==> src/hw/srp_map.svh <==
// Constants for the switching regulator drive: codes, timing figures and cycle conversion
`ifndef SRP_MAP_SVH
`define SRP_MAP_SVH

`define SRP_CLK_MHZ          50
`define SRP_MODE_LOW         8'h01
`define SRP_MODE_MED         8'h02
`define SRP_MODE_HIGH        8'h03
`define SRP_FS_NOMINAL       2'h0
`define SRP_PERIOD_LOW_NS    20833
`define SRP_PERIOD_MED_NS    10417
`define SRP_PERIOD_HIGH_NS   2604
`define SRP_ONTIME_NOM_NS    1830
`define SRP_ONTIME_MAX_NS    1845
`define SRP_OFFSET_NS        1302
`define SRP_BLANK_NS         120
`define SRP_DUTY_LOW_PM      88
`define SRP_DUTY_MED_PM      176
`define SRP_DUTY_HIGH_PM     703
`define SRP_NS_TO_CYC_DN(ns) (((ns) * `SRP_CLK_MHZ) / 1000)
`define SRP_NS_TO_CYC_UP(ns) (((ns) * `SRP_CLK_MHZ + 999) / 1000)

`endif

==> src/hw/srp_pkg.sv <==
// Types shared by the switching regulator drive modules
package srp_pkg;
    localparam int SRP_CNT_W = 11;

    typedef enum logic [2:0] {
        SRP_IDLE  = 3'b001,
        SRP_BLANK = 3'b010,
        SRP_ON    = 3'b100
    } srp_state_t;

    typedef struct packed {
        logic [SRP_CNT_W-1:0] period;
        logic [SRP_CNT_W-1:0] on_max;
        logic [SRP_CNT_W-1:0] offset;
        logic [SRP_CNT_W-1:0] blank;
    } srp_timing_t;
endpackage

==> src/hw/srp_pulse.sv <==
// One gate-drive channel: blanking, maximum on-time and current-sense cut-off
`timescale 1ns/1ps
module srp_pulse (
    input  wire logic        clk,
    input  wire logic        nrst,
    input  wire logic        start,
    input  wire logic        kill,
    input  wire logic        sense,
    input  wire logic [10:0] blank_cyc,
    input  wire logic [10:0] on_cyc,
    output logic             drive
);
    srp_pkg::srp_state_t state_reg;
    srp_pkg::srp_state_t state_next;
    logic [10:0]         cnt_reg;
    logic [10:0]         cnt_next;
    logic                drive_reg;
    logic                drive_next;

    always_comb begin
        state_next = state_reg;
        cnt_next   = cnt_reg;
        case (state_reg)
            srp_pkg::SRP_IDLE: begin
                if (start && !kill) begin
                    state_next = srp_pkg::SRP_BLANK;
                    cnt_next   = 11'h001;
                end
            end
            srp_pkg::SRP_BLANK: begin
                if (kill || cnt_reg >= on_cyc) begin
                    state_next = srp_pkg::SRP_IDLE;
                end else if (cnt_reg >= blank_cyc) begin
                    state_next = srp_pkg::SRP_ON;
                end
                cnt_next = cnt_reg + 11'h001;
            end
            srp_pkg::SRP_ON: begin
                if (kill || sense || cnt_reg >= on_cyc) begin
                    state_next = srp_pkg::SRP_IDLE;
                end else begin
                    cnt_next = cnt_reg + 11'h001;
                end
            end
            default: begin
                state_next = srp_pkg::SRP_IDLE;
                cnt_next   = 11'h000;
            end
        endcase
        drive_next = (state_next != srp_pkg::SRP_IDLE);
    end

    always_ff @(posedge clk or negedge nrst) begin
        if (!nrst) begin
            state_reg <= srp_pkg::SRP_IDLE;
            cnt_reg   <= 11'h000;
            drive_reg <= 1'b0;
        end else begin
            state_reg <= state_next;
            cnt_reg   <= cnt_next;
            drive_reg <= drive_next;
        end
    end

    assign drive = drive_reg;
endmodule

==> src/hw/srp_drive.sv <==
// Top of the switching regulator drive: mode timing, period counter and two channels
`timescale 1ns/1ps
`include "srp_map.svh"
module srp_drive (
    input  wire logic       CLK,
    input  wire logic       NRST,
    input  wire logic [7:0] POWER_MODE,
    input  wire logic [1:0] SWITCH_FREQ_SELECT,
    input  wire logic       PRIMARY_SWITCH_CURRENT_SENSE,
    output logic            PRIMARY_SWITCH_DRIVE,
    output logic            SECONDARY_SWITCH_DRIVE
);
    logic                 sense_s1_reg;
    logic                 sense_s2_reg;
    logic [7:0]           mode_reg;
    logic [1:0]           fs_reg;
    logic [10:0]          per_cnt_reg;
    logic [10:0]          per_cnt_next;
    logic                 mode_valid;
    logic                 cfg_change;
    logic                 kill;
    logic                 sec_start;
    logic                 pri_start;
    srp_pkg::srp_timing_t timing;

    function automatic logic [10:0] srp_scale(input logic [10:0] c, input logic [1:0] fs);
        logic [10:0] v;
        v = c >> fs;
        if (v == 11'h000) begin
            v = 11'h001;
        end
        return v;
    endfunction

    function automatic srp_pkg::srp_timing_t srp_timing(input logic [7:0] m,
                                                        input logic [1:0] fs);
        srp_pkg::srp_timing_t t;
        logic [10:0]          p;
        case (m)
            `SRP_MODE_LOW:  p = 11'(`SRP_NS_TO_CYC_DN(`SRP_PERIOD_LOW_NS));
            `SRP_MODE_MED:  p = 11'(`SRP_NS_TO_CYC_DN(`SRP_PERIOD_MED_NS));
            `SRP_MODE_HIGH: p = 11'(`SRP_NS_TO_CYC_DN(`SRP_PERIOD_HIGH_NS));
            default:        p = 11'h7ff;
        endcase
        t.period = srp_scale(p, fs);
        t.on_max = srp_scale(11'(`SRP_NS_TO_CYC_DN(`SRP_ONTIME_NOM_NS)), fs);
        t.offset = srp_scale(11'(`SRP_NS_TO_CYC_DN(`SRP_OFFSET_NS)), fs);
        t.blank  = srp_scale(11'(`SRP_NS_TO_CYC_UP(`SRP_BLANK_NS)), fs);
        return t;
    endfunction

    assign mode_valid = (POWER_MODE == `SRP_MODE_LOW) || (POWER_MODE == `SRP_MODE_MED)
                        || (POWER_MODE == `SRP_MODE_HIGH);
    assign cfg_change = (POWER_MODE != mode_reg) || (SWITCH_FREQ_SELECT != fs_reg);
    assign kill       = !mode_valid || cfg_change;
    assign timing     = srp_timing(POWER_MODE, SWITCH_FREQ_SELECT);

    always_comb begin
        if (kill) begin
            per_cnt_next = 11'h000;
        end else if (per_cnt_reg >= 11'(timing.period - 11'h001)) begin
            per_cnt_next = 11'h000;
        end else begin
            per_cnt_next = per_cnt_reg + 11'h001;
        end
    end

    assign sec_start = !kill && (per_cnt_reg == 11'h000);
    assign pri_start = !kill && (per_cnt_reg == timing.offset);

    always_ff @(posedge CLK or negedge NRST) begin
        if (!NRST) begin
            sense_s1_reg <= 1'b0;
            sense_s2_reg <= 1'b0;
            mode_reg     <= 8'h00;
            fs_reg       <= 2'h0;
            per_cnt_reg  <= 11'h000;
        end else begin
            sense_s1_reg <= PRIMARY_SWITCH_CURRENT_SENSE;
            sense_s2_reg <= sense_s1_reg;
            mode_reg     <= POWER_MODE;
            fs_reg       <= SWITCH_FREQ_SELECT;
            per_cnt_reg  <= per_cnt_next;
        end
    end

    srp_pulse u_secondary (
        .clk       (CLK),
        .nrst      (NRST),
        .start     (sec_start),
        .kill      (kill),
        .sense     (1'b0),
        .blank_cyc (timing.blank),
        .on_cyc    (timing.on_max),
        .drive     (SECONDARY_SWITCH_DRIVE)
    );

    srp_pulse u_primary (
        .clk       (CLK),
        .nrst      (NRST),
        .start     (pri_start),
        .kill      (kill),
        .sense     (sense_s2_reg),
        .blank_cyc (timing.blank),
        .on_cyc    (timing.on_max),
        .drive     (PRIMARY_SWITCH_DRIVE)
    );

    // Helper counters for checking
    logic        sec_d_reg;
    logic        pri_d_reg;
    logic        sec_rise;
    logic        pri_rise;
    logic [11:0] gap_reg;
    logic [11:0] pri_len_reg;
    logic        run_ok_reg;

    assign sec_rise = SECONDARY_SWITCH_DRIVE && !sec_d_reg;
    assign pri_rise = PRIMARY_SWITCH_DRIVE && !pri_d_reg;

    always_ff @(posedge CLK or negedge NRST) begin
        if (!NRST) begin
            sec_d_reg   <= 1'b0;
            pri_d_reg   <= 1'b0;
            gap_reg     <= 12'h000;
            pri_len_reg <= 12'h000;
            run_ok_reg  <= 1'b0;
        end else begin
            sec_d_reg   <= SECONDARY_SWITCH_DRIVE;
            pri_d_reg   <= PRIMARY_SWITCH_DRIVE;
            gap_reg     <= sec_rise ? 12'h001 : 12'(gap_reg + 12'h001);
            pri_len_reg <= PRIMARY_SWITCH_DRIVE ? 12'(pri_len_reg + 12'h001) : 12'h000;
            if (kill) begin
                run_ok_reg <= 1'b0;
            end else if (sec_rise) begin
                run_ok_reg <= 1'b1;
            end
        end
    end
endmodule

==> config.mk <==
export PLATFORM = sky130hd
export DESIGN_NAME = srp_drive
export DESIGN_NICKNAME = d
export VERILOG_FILES = /design/src/hw/srp_pkg.sv /design/src/hw/srp_pulse.sv /design/src/hw/srp_drive.sv
export VERILOG_INCLUDE_DIRS = /design/src /design/src/hw
export SDC_FILE = /design/constraint.sdc
export NUM_CORES = 1
export LEC_CHECK = 0
export BUFFER_PORTS_ARGS = -buffer_cell sky130_fd_sc_hd__buf_2
export CORE_ASPECT_RATIO = 0.8
export CORE_MARGIN = 2
export CORE_UTILIZATION = 59
export CTS_BUF_LIST = sky130_fd_sc_hd__clkbuf_8
export DETAILED_ROUTE_END_ITERATION = 10
export GPL_ROUTABILITY_DRIVEN = 0
export PLACE_DENSITY_LB_ADDON = 0.25
export SLEW_MARGIN = 20
export SYNTH_ARGS = -nofsm -noshare
export SYNTH_HDL_FRONTEND = slang
export SYNTH_HIERARCHICAL = 1
export SYNTH_SLANG_ARGS = --single-unit
==> constraint.sdc <==
create_clock -name CLK -period 2.3 [get_ports CLK]
set_input_delay 0.23 -clock CLK [delete_from_list [all_inputs] [get_ports CLK]]
set_output_delay 0.23 -clock CLK [all_outputs]
set_load 0.01 [all_outputs]
# After elaboration in Yosys (flattened, before gate mapping)
# Index checks and enable logic that the tools add are counted.
[op_classes]
addsub = 4
n_lt_le_gt_ge = 5
eq_ne = 18
shifts = 4
mux = 23
reduce_logical = 21
[ops]
columns = ["cell", "count"]
rows = [
  ["11-bit 2-to-1 mux", 10],
  ["11-bit case mux with 3 select lines", 3],
  ["11-bit >= comparator", 5],
  ["11-bit zero test", 5],
  ["11-bit by 1-bit adder with 11-bit output, second input constant", 3],
  ["3-bit 2-to-1 mux", 8],
  ["7-bit by 2-bit >> shifter with 11-bit output, first input constant", 2],
  ["3-bit case mux with 3 select lines", 2],
  ["8-bit by 2-bit == test with 1-bit output, second input constant", 2],
  ["11-bit == test", 1],
  ["11-bit by 2-bit >> shifter with 11-bit output", 1],
  ["3-bit by 2-bit >> shifter with 11-bit output, first input constant", 1],
  ["11-bit by 1-bit subtractor with 11-bit output, second input constant", 1],
  ["8-bit by 1-bit == test with 1-bit output, second input constant", 1],
  ["1-bit logical OR", 8],
  ["8-bit inequality test", 1],
  ["3-bit by 1-bit == test with 1-bit output, second input constant", 2],
  ["3-bit by 2-bit == test with 1-bit output, second input constant", 2],
  ["3-bit == test, second input constant", 2],
  ["3-bit by 1-bit inequality test with 1-bit output, second input constant", 2],
  ["1-bit logical AND", 4],
  ["2-bit by 1-bit inequality test with 1-bit output, second input constant", 2],
  ["2-bit inequality test, second input constant", 2],
  ["2-bit AND reduction", 2],
  ["2 further kinds", 3],
]
[totals]
ff_bits = 53
in_bits = 13
out_inout_bits = 2
elab_cells = 86

# Logic depth before layout (Yosys ltp)
[logic_depth]
ltp_word = 11
depth_mapped = 17
mapped_depth_nobuf = 14

# By module
# Netlist, hierarchy kept.
[modules_own_cells]
columns = ["module", "instances", "cells_per_inst", "area_each_um2", "seq_area_each_um2"]
rows = [
  ["srp_pulse", 2, 171, 1416.4, 376.6],
  ["srp_drive", 1, 186, 1727.9, 575.6],
]

# Worst setup path after synthesis
# OpenSTA, ideal clock, no wires.
[synth_path]
path_kind = "in2reg"
start = "input SWITCH_FREQ_SELECT[0]"
end = "register per_cnt_reg[0]"
setup_ns = 0.094
arrival_time_ns = 3.140
t_required_ns = 2.206
setup_slack_ns = -0.934
stages = 16
path_buffers = 3
path_cell_list = "buf_2 > clkinv_1 > nor2_1 > o21ai_0 > a21oi_1 > ha_1 > clkbuf_1 > mux2i_1 > a22o_1 > a211oi_1 > ha_1 > a211o_1 > o211ai_1 > o211ai_1 > clkbuf_1 > a211oi_1"
[synth_via]
elab_chain_len = 7
elab_cells_between_ends = 10
cone_classes = "1 x add/sub; 1 x order compare; 1 x eq/ne; 1 x shift; 3 x mux; 3 x reduce/logical"
[synth_lines]
columns = ["element", "line", "source"]
rows = [
  ["from (decl)", "srp_drive.sv:8", "input wire logic [1:0] SWITCH_FREQ_SELECT,"],
  ["11-bit by 2-bit >> shifter with 11-bit output", "srp_drive.sv:28", "v = c >> fs;"],
  ["11-bit zero test", "srp_drive.sv:29", "if (v == 11'h000) begin"],
  ["11-bit 2-to-1 mux", "srp_drive.sv:29", ""],
  ["11-bit by 1-bit subtractor with 11-bit output", "srp_drive.sv:61", "end else if (per_cnt_reg >= 11'(timing.period - 11'h001)) begin"],
  ["11-bit >= comparator", "srp_drive.sv:61", ""],
  ["11-bit 2-to-1 mux", "srp_drive.sv:61", ""],
  ["11-bit 2-to-1 mux (*)", "srp_drive.sv:59", "if (kill) begin"],
  ["via per_cnt_next[0]", "srp_drive.sv:18", "logic [10:0] per_cnt_next;"],
  ["to (signal assigned)", "srp_drive.sv:83", "per_cnt_reg <= per_cnt_next;"],
  ["to (decl)", "srp_drive.sv:17", "logic [10:0] per_cnt_reg;"],
]
# The timed path passes the listed nets; every way through them passes the cells marked *.
# A chain may end at the register's enable or synchronous reset.

# Worst setup path after layout
[layout_path]
start = "register mode_reg[2]"
end = "register u_secondary.cnt_reg[8]"
[layout_via]
elab_chain_len = 8
elab_cells_between_ends = 10
cone_classes = "3 x eq/ne; 7 x reduce/logical"
[layout_lines]
columns = ["element", "line", "source"]
rows = [
  ["from (decl)", "srp_drive.sv:15", "logic [7:0] mode_reg;"],
  ["from (signal assigned)", "srp_drive.sv:75", "mode_reg <= 8'h00;"],
  ["from (signal assigned)", "srp_drive.sv:81", "mode_reg <= POWER_MODE;"],
  ["8-bit inequality test (*)", "srp_drive.sv:54", "assign cfg_change = (POWER_MODE != mode_reg) || (SWITCH_FREQ_SELECT != fs_reg);"],
  ["1-bit logical OR (*)", "srp_drive.sv:54", ""],
  ["1-bit logical OR (*)", "srp_drive.sv:55", "assign kill = !mode_valid || cfg_change;"],
  ["via kill", "srp_drive.sv:21", "logic kill;"],
  ["1-bit zero test", "srp_pulse.sv:25, srp_drive.sv:68", ""],
  ["1-bit logical AND", "srp_drive.sv:68", "assign sec_start = !kill && (per_cnt_reg == 11'h000);"],
  ["1-bit logical AND", "srp_pulse.sv:25", "if (start && !kill) begin"],
  ["2-bit by 1-bit inequality test with 1-bit output (no source line)", "-", ""],
  ["2-bit AND reduction (no source line) (*)", "-", ""],
  ["to (signal assigned)", "srp_pulse.sv:60", "cnt_reg <= cnt_next;"],
  ["to (decl)", "srp_pulse.sv:15", "logic [10:0] cnt_reg;"],
]
# Marked as above.

==> summary.md <==
| Metric | Value |
|---|---|
| Post-synth top area share | `between 20% and 30%` |
| Crit-path max FO | `5` |
| Clock slew at reported path FFs | `about 0.11 ns` |
| Post-synth ARST share | `100%` |
| RSZ-0062 raised after global routing | `yes` |
| Worst path required time | `approximately 2.6 ns` |
| DRT antenna net count | `0` |
| Post-route cell area | `6420 um^2` |
| Pin count of the biggest net entering global routing | `29` |
| Dpl cells | `725` |
| First-pass GRT wire length | `20900 um` |
| Number of buffers on the longest clock path | `2` |
| Area of the multi-input gates | `between 3000 and 4000 um^2` |
| Clock latency on the worst-skew pair | `about 0.33 ns` |
| Post-route DRC violation count | `0` |
| Cell area power density | `295 nW/um^2` |
| Routed via count | `4692` |
| Number of global-route vias before repair | `4489` |
| Pins over their slew limit | `0` |
| Post-Route WL | `around 15000 um` |
| Clock skew | `roughly 0.013 ns` |
| Top post-synthesis cells by area | `dfrtp_1 28%, ha_1 19%, inv_1 4.9%, nand2_1 3.6%, nor2_1 3.5%` |
| Simple-gate portion of the synthesized area | `approximately a fifth` |
| Sequential share of the synthesized area | `between 20% and 30%` |
| Synth Area in Compound Gates | `between 20% and 30%` |
| Clock Root Buffer | `clkbuf_8` |
| Tot Pwr | `1.89 mW` |
| Slowest stage delay, CP | `about 0.5 ns` |
| Fin Setup TNS | `-16.05 ns` |
| Post-synth EDFFs | `0` |
| Worst setup SP type | `register` |
| Core area | `7460 um^2` |
| Overall Global Routing Usage | `approximately a third` |
| CTS tree | `done` |
| Final Core Density | `86.0%` |
| Worst Max-Slew Pin Slew | `between 0.6 and 0.7 ns` |
| CP Cell Sequence | `xnor2_1 -> nand4_1 -> or3b_4 -> buf_4 -> nor2_2 -> o21ai_1 -> a32oi_2 -> buf_6 -> o31ai_4 -> or4_1 -> a21boi_1` |
| # diodes | `0` |
| F_max | `about 0.34 GHz` |
| DIE HEIGHT | `between 80 and 90 um` |
| WS Path Type | `reg2reg` |
| Synthesized flop and latch total | `between 50 and 60` |
| Final Hold Fails | `0` |
| Max-cap violation count | `0` |
| Clk sinks | `53` |
| Critical Path AT | `around 3.2 ns` |
| P_leak | `~3.0 nW` |
| Non-Filler Instances | `about 770` |
| Mean Syn Cell Area | `roughly 8.6 um^2` |
| Final period utilization | `127%` |
| Io pins | `15` |
| Unique masters post-synth | `63` |
| I/O Buffers | `14` |
| Post-synth top area cell | `dfrtp_1` |
| Post-synthesis cell count | `528` |
| Failing checks | `setup timing` |
| HP Class | `in2reg` |
| Adder-cell share of the synthesized area | `a little under a fifth` |
| Syn Std Cell Area | `around 4600 um^2` |
| Drt initial violations | `373` |
| Vias/cell | `about 6.1` |
| Layout Area Growth over Synthesis | `40.8%` |
| Post-DP HPWL | `a little under 9000 um` |
| Slew headroom | `58.5%` |
| Worst IR Drop VDD | `0.307 mV` |
| CP max-delay cell | `or3b_4` |
| Register area | `between 1000 and 1500 um^2` |
| Ratio of cells with drive above 1 in the final layout | `about a third` |
| Crit path capture type | `register` |
| Most common cell in the netlist | `ha_1` |
| Avg WL per Cell | `19.7 um` |
| Status | `complete, but fails checks` |
| Die ar. | `8450 um^2` |
| CTS buffer count | `5` |
| Ys flop type | `dfrtp_1` |
| Yosys warns | `6` |
| Hold slack final | `just under 0.01 ns` |
| TritonRoute pass-1 iters | `5` |
| Final worst slack | `-0.615 ns` |
| Gr ovfl total | `0` |
| Largest family of logic cells by synthesized area | `compound AO/OA/AOI/OAI gates` |
| Post-layout min period | `~2.9 ns` |
| Multiplexer share of the synthesized area | `about 1.1%` |
| Final-stage net count | `740` |
| Most instantiated cells after synthesis | `68 x ha_1, 59 x inv_1, 51 x dfrtp_1` |
| H-tree depth | `2` |
| Final setup viols | `just over 40` |
| Pre-CTS setup slack | `-0.682 ns` |
| Antenna violations before repair | `0` |
| Width of the die | `102 um` |
| Fill count | `between 300 and 400` |
| Starting Density | `61.1%` |
| Placed cell area | `5500 um^2` |
| XOR/XNOR Fraction of Synth Area | `~4.6%` |
| Number of core rows | `28` |
## routing by layer
layer,routed length (um),GRT usage (%)
met1,5870,37.8
met2,7970,58.9
met3,855,4.71
met4,391,11.6
met5,0,0
## cells by family (layout without fill, tap and decap cells)
family | Yosys count | count (layout)
other | 1 | 28
flip-flops | 53 | 53
buffers and inverters | 78 | 181
XOR/XNOR | 24 | 24
AO/OA/AOI/OAI | 130 | 132
AND/OR/NAND/NOR | 169 | 169
multiplexers | 5 | 5
adder cells (fa/ha/maj) | 68 | 68
## worst paths after layout
path	start	endpoint	slack, ns	depth (start not counted)
min	POWER_MODE[4]	mode_reg[4]$_DFF_PN0_	0.01	1
max in group asynchronous	NRST	u_secondary/state_reg[0]$_DFF_PN1_	1.20	3
max	mode_reg[2]$_DFF_PN0_	u_secondary/cnt_reg[8]$_DFFE_PN0P_	-0.62	11
max reg2reg	mode_reg[2]$_DFF_PN0_	u_secondary/cnt_reg[8]$_DFFE_PN0P_	-0.62	11
min reg2reg	sense_s1_reg$_DFF_PN0_	sense_s2_reg$_DFF_PN0_	0.37	0
min in group asynchronous	NRST	u_primary/cnt_reg[3]$_DFFE_PN0P_	0.46	2
## worst max-delay path: cells and delay by family, from the launching register on
kind,cells,cell delay [ns]
flops,1,0.39
compound gates,4,0.58
simple gates,4,1.31
xor+xnor,1,0.26
buf+inv,2,0.32
## what timing repair did
action / in CTS / in global routing
cloned: 2 / 1
setup buffers: 19 / 11
endpoints found under the setup margin: 41 / 41
gates resized for setup: 71 / 50
hold buffers: 1 / 0
hold endpoints to repair: 24 / 0
pin swaps: 29 / 19
## report_power, final
group	leakage (nW)	internal (mW)	switching (mW)
Combinational	2.25	0.135	0.175
Sequential	0.696	0.942	0.00678
Clock	0.0549	0.279	0.353
## cell usage in the layout (no fill, tap or decap), types with 7 or more instances in the layout
cell,n
a211oi_2,13
a21oi_1,11
buf_4,82
buf_6,20
clkbuf_8,7
conb_1,28
dfrtp_1,51
ha_1,62
inv_1,58
nand2_1,38
nand2b_1,10
nand3_1,19
nand4_1,7
nor2_1,34
nor2b_1,10
o21ai_0,7
o21ai_1,12
o21ai_2,12
o31ai_4,7
xnor2_1,11
xor2_1,12
## cell type report
class | instances | area share, %
Multi-Input combinational cell | 426 | 56.8
Sequential cell | 53 | 20.7
Timing Repair Buffer | 113 | 15.0
Inverter | 60 | 3.74
Tap cell | 105 | 2.05
Clock buffer | 7 | 1.50
Clock inverter | 1 | 0.136
Power figures use the tool's default switching activity.
